===== src/mit_pkg.sv =====
// Shared types and constants for the instruction timing and execution core
package mit_pkg;

  // ************************************************************
  // Timing
  // ************************************************************
  localparam int         CLOCKS_PER_CYCLE = 4;     // System clocks in one instruction cycle
  localparam logic [1:0] PHASE_LAST       = 2'h3;  // Phase that closes an instruction cycle
  localparam logic [1:0] PHASE_FETCHED    = 2'h1;  // Phase whose end captures the fetched word

  // ************************************************************
  // Widths, addresses and reset values
  // ************************************************************
  localparam int          PC_W        = 11;       // Program counter width
  localparam int          INSN_W      = 16;       // Instruction word width
  localparam int          STACK_DEPTH = 4;        // Return address slots
  localparam int          SP_W        = 2;        // Stack pointer width
  localparam logic [10:0] PC_RESET    = 11'h000;  // Program counter after reset
  localparam logic [7:0]  ACC_RESET   = 8'h00;    // Accumulator after reset
  localparam logic [7:0]  PCL_ADDR    = 8'h02;    // Data address of the low PC byte
  localparam logic [2:0]  TABLE_PAGE  = 3'h7;     // Program page holding fixed tables

  // ************************************************************
  // Opcodes, field [15:11] of the instruction word
  // ************************************************************
  typedef enum logic [4:0] {
    OP_NOP, OP_MOVAM, OP_MOVMA, OP_MOVAI,
    OP_ADD, OP_SUB, OP_AND, OP_OR, OP_XOR,
    OP_ADDI, OP_SUBI, OP_ANDI, OP_ORI,
    OP_CPL, OP_INC, OP_DEC, OP_RR, OP_RL, OP_RRC, OP_RLC,
    OP_SET, OP_CLR, OP_SZ, OP_SBZ, OP_SBNZ,
    OP_JMP, OP_CALL, OP_RET, OP_INTERRUPT_EXIT, OP_TABRD, OP_HALT, OP_CLRWDT
  } mit_op_e;

  // Core sequencing states
  typedef enum logic [1:0] {ST_RUN, ST_DUMMY, ST_SLEEP} mit_state_e;

  // Data memory request, registered
  typedef struct packed {
    logic       we;     // Write strobe, one clock
    logic [7:0] addr;   // Data address
    logic [7:0] wdata;  // Write data
  } mit_dmem_s;

  // Visible flags
  typedef struct packed {
    logic gie;    // Global interrupt enable
    logic zero;   // Zero flag
    logic carry;  // Carry, or borrow after subtraction
  } mit_status_s;

endpackage : mit_pkg


===== src/mit_alu.sv =====
// Arithmetic, logic and rotate unit of the core
`timescale 1ns/1ps
`default_nettype none
module mit_alu
  import mit_pkg::*;
(
  input  wire mit_op_e    op,
  input  wire logic [7:0] acc,
  input  wire logic [7:0] operand,
  input  wire logic       carry_in,
  output logic [7:0]      result,
  output logic            carry_out,
  output logic            carry_we
);

  // ************************************************************
  // Operation select
  // ************************************************************
  // Pure combinational; the caller decides where the result goes
  always_comb begin
    result    = operand;
    carry_out = carry_in;
    carry_we  = 1'b0;
    case (op)
      OP_ADD, OP_ADDI: begin                  // Carry out past 255
        {carry_out, result} = {1'b0, acc} + {1'b0, operand};
        carry_we            = 1'b1;
      end
      OP_SUB, OP_SUBI: begin                  // Borrow when below zero
        result    = acc - operand;
        carry_out = acc < operand;
        carry_we  = 1'b1;
      end
      OP_AND, OP_ANDI: result = acc & operand;
      OP_OR, OP_ORI:   result = acc | operand;
      OP_XOR:          result = acc ^ operand;
      OP_CPL:          result = ~operand;
      OP_INC:          result = operand + 8'h01;
      OP_DEC:          result = operand - 8'h01;
      OP_RR:           result = {operand[0], operand[7:1]};
      OP_RL:           result = {operand[6:0], operand[7]};
      OP_RRC: begin                           // Bit 0 leaves into carry
        result    = {carry_in, operand[7:1]};
        carry_out = operand[0];
        carry_we  = 1'b1;
      end
      OP_RLC: begin                           // Bit 7 leaves into carry
        result    = {operand[6:0], carry_in};
        carry_out = operand[7];
        carry_we  = 1'b1;
      end
      OP_MOVMA:        result = acc;
      default:         result = operand;      // Moves into the accumulator
    endcase
  end

endmodule : mit_alu
`default_nettype wire


===== src/mit_core.sv =====
// Instruction sequencing core with four-clock instruction cycles
// What this block does
// RL1 - Four system clocks make one instruction cycle
// RL2 - Branch, call, table read take two cycles
// RL3 - Writing low PC byte, except by table read, jumps, costs two cycles
// RL4 - Taken skip costs one extra cycle
// RL5 - Skips test memory zero or one bit
// RL6 - Add carries past 255, subtract borrows below 0
// RL7 - Step up/down by one, memory or accumulator
// RL8 - Logic results through accumulator set zero flag
// RL9 - Rotates move one bit, carry variants too
// RL10 - Call saves next address, exit returns there
// RL11 - Unconditional branch saves no return address
// RL12 - Bit set/clear keeps other seven bits
// RL13 - Moves: memory to acc, acc to memory, immediate
// RL14 - Table read fetches program memory into data
// RL15 - Power-down instruction sleeps; watchdog clear instruction
// RL16 - Interrupt exit sets global enable; plain exit not
// RL17 - Second cycle holds off the next instruction
`timescale 1ns/1ps
`default_nettype none
module mit_core
  import mit_pkg::*;
(
  input  wire logic              clock,
  input  wire logic              rstn,
  output logic [PC_W-1:0]        prog_addr,
  input  wire logic [INSN_W-1:0] prog_rdata,
  output var mit_dmem_s          dmem,
  input  wire logic [7:0]        dmem_rdata,
  input  wire logic              wake_pin,
  output logic                   power_down,
  output logic                   wdt_clear,
  output var mit_status_s        status
);

  // ************************************************************
  // Registers and decode
  // ************************************************************
  logic [1:0]      phase_q;                    // System clock within the cycle
  mit_state_e      state_q;                    // Run, second cycle or asleep
  logic [15:0]     ir_q;                       // Current instruction
  logic [PC_W-1:0] pc_q;                       // Program counter
  logic [PC_W-1:0] pc_d;                       // Next program counter
  logic [PC_W-1:0] stack_q [STACK_DEPTH];      // Return addresses
  logic [SP_W-1:0] sp_q;                       // Next free stack slot
  logic [7:0]      acc_q;                      // Accumulator
  logic            carry_q, zero_q, gie_q;     // Flags
  logic [7:0]      tab_q;                      // Table word low byte
  logic            wake_meta_q, wake_sync_q;   // Wake pin synchroniser
  mit_op_e         op;                         // Decoded opcode
  logic [7:0]      mdata, operand, alu_res, wval, mask;
  logic            alu_c, alu_cwe, cycle_en, exec, dummy_end;
  logic            mem_dest, acc_dest, pcl_write, skip_taken, is_skip, two_cycle;

  // One-hot mask of the addressed bit
  function automatic logic [7:0] bit_mask(input logic [2:0] idx);
    bit_mask = 8'h01 << idx;
  endfunction : bit_mask

  assign op        = mit_op_e'(ir_q[15:11]);
  assign cycle_en  = (phase_q == PHASE_LAST);                          // RL1
  assign exec      = cycle_en && (state_q == ST_RUN);
  assign dummy_end = cycle_en && (state_q == ST_DUMMY);
  assign mask      = bit_mask(ir_q[10:8]);
  // Low PC byte reads back from the counter, not the memory
  assign mdata     = (dmem.addr == PCL_ADDR) ? pc_q[7:0] : dmem_rdata;
  assign operand   = (op inside {OP_MOVAI, OP_ADDI, OP_SUBI, OP_ANDI, OP_ORI})
                     ? ir_q[7:0] : mdata;

  mit_alu u_alu (
    .op        (op),
    .acc       (acc_q),
    .operand   (operand),
    .carry_in  (carry_q),
    .result    (alu_res),
    .carry_out (alu_c),
    .carry_we  (alu_cwe)
  );

  // ************************************************************
  // Destination and timing decode
  // ************************************************************
  // Bit 8 picks the accumulator for two-operand and unary forms
  always_comb begin
    wval = alu_res;
    if (op == OP_SET) begin
      wval = mdata | mask;                                             // RL12
    end else if (op == OP_CLR) begin
      wval = mdata & ~mask;                                            // RL12
    end
    mem_dest = (op inside {OP_MOVMA, OP_SET, OP_CLR}) ||               // RL13
               ((op inside {[OP_ADD:OP_XOR], [OP_CPL:OP_RLC]}) && !ir_q[8]);
    acc_dest = (op inside {OP_MOVAM, OP_MOVAI, [OP_ADDI:OP_ORI]}) ||   // RL8
               ((op inside {[OP_ADD:OP_XOR], [OP_CPL:OP_RLC]}) && ir_q[8]);
    pcl_write = mem_dest && (ir_q[7:0] == PCL_ADDR);                   // RL3
    is_skip   = op inside {OP_SZ, OP_SBZ, OP_SBNZ};
    case (op)                                                          // RL5
      OP_SZ:   skip_taken = (mdata == 8'h00);
      OP_SBZ:  skip_taken = !mdata[ir_q[10:8]];
      OP_SBNZ: skip_taken = mdata[ir_q[10:8]];
      default: skip_taken = 1'b0;
    endcase
    two_cycle = (op inside {OP_JMP, OP_CALL, OP_RET, OP_INTERRUPT_EXIT, OP_TABRD}) // RL2
                || pcl_write || skip_taken;                            // RL4
  end

  // Next program counter; a skip steps over one word
  always_comb begin
    pc_d = pc_q + 11'h001;
    case (op)
      OP_JMP, OP_CALL: pc_d = ir_q[10:0];                              // RL11
      OP_RET, OP_INTERRUPT_EXIT: pc_d = stack_q[sp_q - 2'h1];                    // RL10
      default:         pc_d = pc_q + 11'h001;
    endcase
    if (skip_taken) begin
      pc_d = pc_q + 11'h002;                                           // RL4
    end else if (pcl_write) begin
      pc_d = {pc_q[10:8], wval};                                       // RL3
    end
  end

  // ************************************************************
  // Sequencing
  // ************************************************************
  // Free-running four-clock phase counter
  always_ff @(posedge clock or negedge rstn) begin
    if (!rstn) begin
      phase_q <= 2'h0;
    end else begin
      phase_q <= phase_q + 2'h1;                                       // RL1
    end
  end

  // Wake pin is asynchronous, two flops before use
  always_ff @(posedge clock or negedge rstn) begin
    if (!rstn) begin
      wake_meta_q <= 1'b0;
      wake_sync_q <= 1'b0;
    end else begin
      wake_meta_q <= wake_pin;
      wake_sync_q <= wake_meta_q;
    end
  end

  // State changes only at instruction cycle boundaries
  always_ff @(posedge clock or negedge rstn) begin
    if (!rstn) begin
      state_q <= ST_RUN;
    end else if (exec) begin
      if (op == OP_HALT) begin
        state_q <= ST_SLEEP;                                           // RL15
      end else if (two_cycle) begin
        state_q <= ST_DUMMY;                                           // RL17
      end
    end else if (dummy_end) begin
      state_q <= ST_RUN;
    end else if (cycle_en && (state_q == ST_SLEEP) && wake_sync_q) begin
      state_q <= ST_RUN;                // Wake resumes after the halt
    end
  end

  // ************************************************************
  // Fetch and program counter
  // ************************************************************
  // Instruction latched two clocks after its address is set
  always_ff @(posedge clock or negedge rstn) begin
    if (!rstn) begin
      ir_q  <= 16'h0000;
      tab_q <= 8'h00;
    end else if (phase_q == PHASE_FETCHED) begin
      if (state_q == ST_RUN) begin
        ir_q <= prog_rdata;
      end else if (state_q == ST_DUMMY) begin
        tab_q <= prog_rdata[7:0];                                      // RL14
      end
    end
  end

  // Program address; table read borrows the second cycle's fetch
  always_ff @(posedge clock or negedge rstn) begin
    if (!rstn) begin
      prog_addr <= PC_RESET;
      pc_q      <= PC_RESET;
    end else if (exec) begin
      pc_q      <= pc_d;
      prog_addr <= (op == OP_TABRD) ? {TABLE_PAGE, acc_q} : pc_d;      // RL14
    end else if (dummy_end) begin
      prog_addr <= pc_q;
    end
  end

  // Return stack; overflow wraps and overwrites the oldest entry
  always_ff @(posedge clock or negedge rstn) begin
    if (!rstn) begin
      sp_q <= '0;
      for (int i = 0; i < STACK_DEPTH; i++) begin
        stack_q[i] <= PC_RESET;
      end
    end else if (exec && (op == OP_CALL)) begin
      stack_q[sp_q] <= pc_q + 11'h001;                                 // RL10
      sp_q          <= sp_q + 2'h1;
    end else if (exec && (op inside {OP_RET, OP_INTERRUPT_EXIT})) begin
      sp_q <= sp_q - 2'h1;                                             // RL10
    end
  end

  // ************************************************************
  // Accumulator and flags
  // ************************************************************
  always_ff @(posedge clock or negedge rstn) begin
    if (!rstn) begin
      acc_q   <= ACC_RESET;
      carry_q <= 1'b0;
      zero_q  <= 1'b0;
      gie_q   <= 1'b0;
    end else if (exec) begin
      if (acc_dest) begin
        acc_q <= wval;                                                 // RL13
      end
      if (alu_cwe) begin
        carry_q <= alu_c;                                              // RL6 RL9
      end
      // Moves, bit ops and rotates leave the zero flag alone
      if (op inside {[OP_ADD:OP_DEC]}) begin
        zero_q <= (wval == 8'h00);                                     // RL8
      end
      if (op == OP_INTERRUPT_EXIT) begin
        gie_q <= 1'b1;                                                 // RL16
      end
    end
  end

  // ************************************************************
  // Data memory port and side pulses
  // ************************************************************
  // Write lands in phase 0 of the next cycle, ahead of its read
  always_ff @(posedge clock or negedge rstn) begin
    if (!rstn) begin
      dmem      <= '0;
      wdt_clear <= 1'b0;
    end else begin
      dmem.we   <= 1'b0;
      wdt_clear <= exec && (op == OP_CLRWDT);                          // RL15
      if ((phase_q == PHASE_FETCHED) && (state_q == ST_RUN)) begin
        dmem.addr <= prog_rdata[7:0];
      end
      if (exec && mem_dest && !pcl_write) begin
        dmem.we    <= 1'b1;                                            // RL7 RL12
        dmem.wdata <= wval;
      end else if (dummy_end && (op == OP_TABRD)) begin
        dmem.we    <= 1'b1;                                            // RL14
        dmem.wdata <= tab_q;
      end
    end
  end

  assign power_down = (state_q == ST_SLEEP);                           // RL15
  assign status     = '{gie: gie_q, zero: zero_q, carry: carry_q};

  // ************************************************************
  // Checks
  // ************************************************************
  logic [8:0] sum9;
  assign sum9 = {1'b0, acc_q} + {1'b0, operand};

  property p_cycle_len; // RL1
    @(posedge clock) disable iff (!rstn)
      cycle_en |=> !cycle_en [*3] ##1 cycle_en;
  endproperty
  a_cycle_len: assert property (p_cycle_len) else $error("cycle not four clocks"); // RL1

  property p_jmp_two; // RL2
    @(posedge clock) disable iff (!rstn)
      (exec && op == OP_JMP) |=> (state_q == ST_DUMMY) [*4] ##1 (state_q == ST_RUN);
  endproperty
  a_jmp_two: assert property (p_jmp_two) else $error("branch not two cycles"); // RL2

  property p_pcl_jump; // RL3
    @(posedge clock) disable iff (!rstn)
      (exec && pcl_write) |=> state_q == ST_DUMMY && pc_q[7:0] == $past(wval);
  endproperty
  a_pcl_jump: assert property (p_pcl_jump) else $error("low pc write not a jump"); // RL3

  property p_noskip_one; // RL4
    @(posedge clock) disable iff (!rstn)
      (exec && is_skip && !skip_taken) |=> state_q == ST_RUN && pc_q == $past(pc_q) + 11'h001;
  endproperty
  a_noskip_one: assert property (p_noskip_one) else $error("untaken skip slow"); // RL4

  property p_add_carry; // RL6
    @(posedge clock) disable iff (!rstn)
      (exec && op inside {OP_ADD, OP_ADDI}) |=> carry_q == $past(sum9[8]);
  endproperty
  a_add_carry: assert property (p_add_carry) else $error("add carry wrong"); // RL6

  property p_zero_flag; // RL8
    @(posedge clock) disable iff (!rstn)
      (exec && op inside {[OP_AND:OP_XOR]}) |=> zero_q == ($past(wval) == 8'h00);
  endproperty
  a_zero_flag: assert property (p_zero_flag) else $error("zero flag wrong"); // RL8

  property p_call_save; // RL10
    @(posedge clock) disable iff (!rstn)
      (exec && op == OP_CALL) |=> stack_q[sp_q - 2'h1] == $past(pc_q) + 11'h001;
  endproperty
  a_call_save: assert property (p_call_save) else $error("return address lost"); // RL10

  property p_jmp_nosave; // RL11
    @(posedge clock) disable iff (!rstn)
      (exec && op == OP_JMP) |=> pc_q == $past(ir_q[10:0]) && sp_q == $past(sp_q);
  endproperty
  a_jmp_nosave: assert property (p_jmp_nosave) else $error("branch touched stack"); // RL11

  property p_bit_set; // RL12
    @(posedge clock) disable iff (!rstn)
      (exec && op == OP_SET && !pcl_write) |=>
        dmem.we && dmem.wdata == ($past(mdata) | $past(mask));
  endproperty
  a_bit_set: assert property (p_bit_set) else $error("bit set disturbed bits"); // RL12

  property p_exit_gie; // RL16
    @(posedge clock) disable iff (!rstn)
      (exec && op == OP_RET) |=> gie_q == $past(gie_q);
  endproperty
  a_exit_gie: assert property (p_exit_gie) else $error("plain exit changed enable"); // RL16

  property p_hold_off; // RL17
    @(posedge clock) disable iff (!rstn)
      (state_q == ST_DUMMY) |-> !dmem.we && $stable(ir_q);
  endproperty
  a_hold_off: assert property (p_hold_off) else $error("second cycle executed"); // RL17

endmodule : mit_core
`default_nettype wire


===== config.mk =====
export PLATFORM = sky130hd
export DESIGN_NAME = mit_core
export DESIGN_NICKNAME = d
export VERILOG_FILES = /design/src/mit_pkg.sv /design/src/mit_alu.sv /design/src/mit_core.sv
export SDC_FILE = /design/constraint.sdc
export NUM_CORES = 1
export LEC_CHECK = 0
export ABC_CLOCK_PERIOD_IN_PS = 11200
export BUFFER_PORTS_ARGS = -buffer_cell sky130_fd_sc_hd__buf_2
export CORE_MARGIN = 4
export CORE_UTILIZATION = 30
export DETAILED_ROUTE_END_ITERATION = 8
export SLEW_MARGIN = 0
export SYNTH_ARGS = -nofsm -noshare
export SYNTH_HDL_FRONTEND = slang
export SYNTH_SLANG_ARGS = --single-unit

===== constraint.sdc =====
create_clock -name clock -period 11.2 [get_ports clock]
set_input_delay 1.12 -clock clock [delete_from_list [all_inputs] [get_ports clock]]
set_output_delay 1.12 -clock clock [all_outputs]
set_load 0.01 [all_outputs]

==> qor.yml <==
outcome:
  status: "completed"
sta:
  rsz0062_at_grt: "no"
  finalSetupViolCount: 0
  period_minus_slack_ns: 5.64
  setup_tns_ns: 0
  min_period_over_period: 0.503
  relSlewSlack: 0.234
  final.setup_skew_ns: 0.0127
  worst_pin_slew_ns: 1.14
  max_freq_ghz: 0.177
  slew_violations: 0
  hold_viol_final: 0
power_and_ir_drop:
  leakage_uw: 0.00423
  power.density_nw_per_um2: 325
  p_int_uw: 1630
  ir_drop_mv: 0.127
  seqPwrFrac: 0.241
  p_comb_frac: 0.601
  p_sw_frac: 0.508
  pwr-share-clk: 0.159
  p_switching_uw: 1680
synth:
  ys_types: 92
  yosys.area.top_type: "dfrtp_1"
  avgSynthCellArea_sq_um: 8.58
  synth.cell_area_sq_um: 9060
  yosysWarnings: 0
  synth-async-reset-ratio: 1.00
  syn_nets: 1118
  synth_top_area_frac: 0.329
  synth_edf_count: 0
  syn-instance-count: 1056
  synth_flop_cell: "dfrtp_1"
  ys_seq_elements: 119
  synth_top_cells_by_area: "dfrtp_1 33%, o21ai_0 6.0%, nand2_1 5.4%"
  yosysSeqAreaShare: 0.329
cells_and_area:
  regArea_sq_um: 2980
  areaGrowthSynthToFinish_pct: 12.2
  num_antenna_cells: 0
  fillers: 3070
  fin_area_sq_um: 10200
  multi_input_area_sq_um: 5530
  finalNetCount: 1130
  final_common_cell: "nand2_1"
  drive_gt1_frac: 0.170
  final_cell_mix: "130 x nand2_1, 119 x dfrtp_1, 108 x o21ai_0"
die:
  initial_core_util: 0.305
  fp.dieW_um: 182
  die_y_um: 182
  num_rows: 63
  io_pins: 60
  dieArea_sq_um: 33000
  core_sq_um: 29700
route:
  vias_per_cell: 5.80
  wirelength_um: 32600
  route.vias.total: 8526
  dr.pass1.iters: 5
  wire_per_inst_um: 22.2
  drc: 0
  drtAntennaViolNets: 0
  drt_iter0_markers: 804
cts:
  cts_tree: "done"
  post_cts_buffers: 0
  ctsResizeCount: 0
  cts_sinks: 119
  root_buffer: "clkbuf_16"
  cts_hold_buffers: 0
  cts_buffer_depth: 2
  path_clk_slew_ns: 0.06
  numCtsBuffers: 17
  clock_latency_ns: 0.42
  htree_num_levels: 4
critical_path:
  path_max_fanout: 31
  start_kind: "flop"
  reg2reg_slack_ns: 5.56
  cp.arrival_ns: 5.94
  required_ns: 11.50
  r2r_cells: 18
  crit_type: "reg2reg"
  end_kind: "flop"
place:
  place.gp.congestion: 0.960
  dpl_cell_area_sq_um: 9590
  hpwl_um: 24200
  port-buffer-count: 59
global_route:
  grt_pass1_vias: 8114
  grt_max_degree: 71
  grt.overflow.total: 0
  antenna_found_initial: 0
  grt_pass1_wl_um: 50400
  grt_util_all_layers: 0.195
hold_path:
  hp-class: "reg2reg"
  holdPathStages: 0
job:
  drv_cap: 0
## flip-flops by register name (all words and copies together) (netlist names), 2 cells and up
| name | flops |
|---|---|
| acc_q | 8 |
| tab_q | 8 |
| prog_addr | 11 |
| dmem | 9 |
| state_q | 2 |
| pc_q | 11 |
| phase_q | 2 |
| ir_q | 16 |
| stack_q | 44 |
| sp_q | 2 |
## logic make-up (layout without fill, tap and decap cells)
kind of cell,Yosys count,count (layout),synth area share
buffers and inverters,125,149,0.0607
AO/OA/AOI/OAI,338,338,0.249
flip-flops,119,119,0.329
multiplexers,58,58,0.0894
AND/OR/NAND/NOR,357,357,0.199
adder cells (fa/ha/maj),36,36,0.0511
XOR/XNOR,23,23,0.0222
## worst max-delay path, stage by stage, from the launching register on
cell       delay (ns)
dfrtp_1          0.32
buf_4            0.29
or2_0            0.53
a2bb2oi_1        0.81
o211ai_1         0.28
nand2_1          0.30
inv_1            0.12
ha_1             0.25
fa_1             0.42
nand3_1          0.12
and3_1           0.16
nor3_1           0.04
a2111oi_0        0.33
nand4b_1         0.15
o221a_2          0.27
nor4b_2          0.60
a211o_1          0.23
o211ai_2         0.09
o21a_1           0.19
## routing by layer
| metal | track usage | vias to the layer above | part of all wire |
|---|---|---|---|
| met3 | 0.0333 | 65 | 0.060 |
| li1 | - | 3895 | - |
| met2 | 0.318 | 344 | 0.48 |
| met1 | 0.264 | 4222 | 0.43 |
| met4 | 0.0633 | 0 | 0.030 |
| met5 | 0 | - | 0 |
## worst paths after layout
kind / from / end
worst max-delay path: ir_q[11]$_DFFE_PN0P_ / prog_addr[4]$_DFFE_PN0N_
worst min-delay path: wake_meta_q$_DFF_PN0_ / wake_sync_q$_DFF_PN0_
worst max register to register: ir_q[11]$_DFFE_PN0P_ / prog_addr[4]$_DFFE_PN0N_
worst min register to register: wake_meta_q$_DFF_PN0_ / wake_sync_q$_DFF_PN0_
max in group asynchronous: rstn / ir_q[8]$_DFFE_PN0P_
min in group asynchronous: rstn / prog_addr[8]$_DFFE_PN0N_
## stage by stage
step / util / total power (uW) / std cells / hold slack (ns) / setup WS, ns
finish: 0.342 / 3310 / 1470 / 0.356 / 5.56
global route: 0.342 / 3520 / 1470 / 0.368 / 5.26
CTS: 0.342 / 3280 / 1470 / 0.363 / 5.70
detailed placement: 0.323 / 2740 / 1439 / 0.350 / 5.75
global placement: 0.323 / 2730 / 1439 / 0.336 / 5.87
floorplan: - / 2120 / 1056 / 0.331 / 7.03
## cell usage after synthesis (5+ instances only)
cell	number
a22oi_1	14
mux4_2	14
nor3b_1	5
o31ai_1	6
xnor2_1	17
nand4_1	7
ha_1	33
nand3b_1	7
o21ai_0	108
mux2_2	30
o221ai_1	6
buf_4	11
nand2b_1	15
xor2_1	6
a21oi_1	59
or3_1	11
mux2i_1	13
clkbuf_1	48
and3_1	9
nor2b_1	10
dfrtp_1	119
and2_1	6
a32oi_1	6
nor2_1	67
o211ai_1	13
or4_1	5
or2_2	6
nand3_1	29
buf_2	13
a21o_1	11
inv_1	38
o22ai_1	9
o21a_1	7
a221oi_1	5
a211oi_1	7
a211o_1	6
o21ai_1	7
a21boi_0	5
a31oi_1	10
a221o_1	6
nand2_1	130
nor3_1	24
buf_1	9
## power groups by stage
stage                     Sequential (uW)  Clock [uW]  Combinational [uW]
after floorplan                       679           0                1440
after detailed placement              798           0                1940
after global placement                795           0                1930
final                                 796         524                1980
after global routing                  816         558                2140
after CTS                             792         534                1950
## cell type report
class	instances	area share
Multi-Input combinational cell	812	0.545
Timing Repair Buffer	77	0.0426
Tap cell	390	0.0480
Sequential cell	119	0.293
Clock inverter	7	0.00678
Inverter	41	0.0152
Clock buffer	24	0.0494
Note: power is estimated with default switching activity, not from simulation.
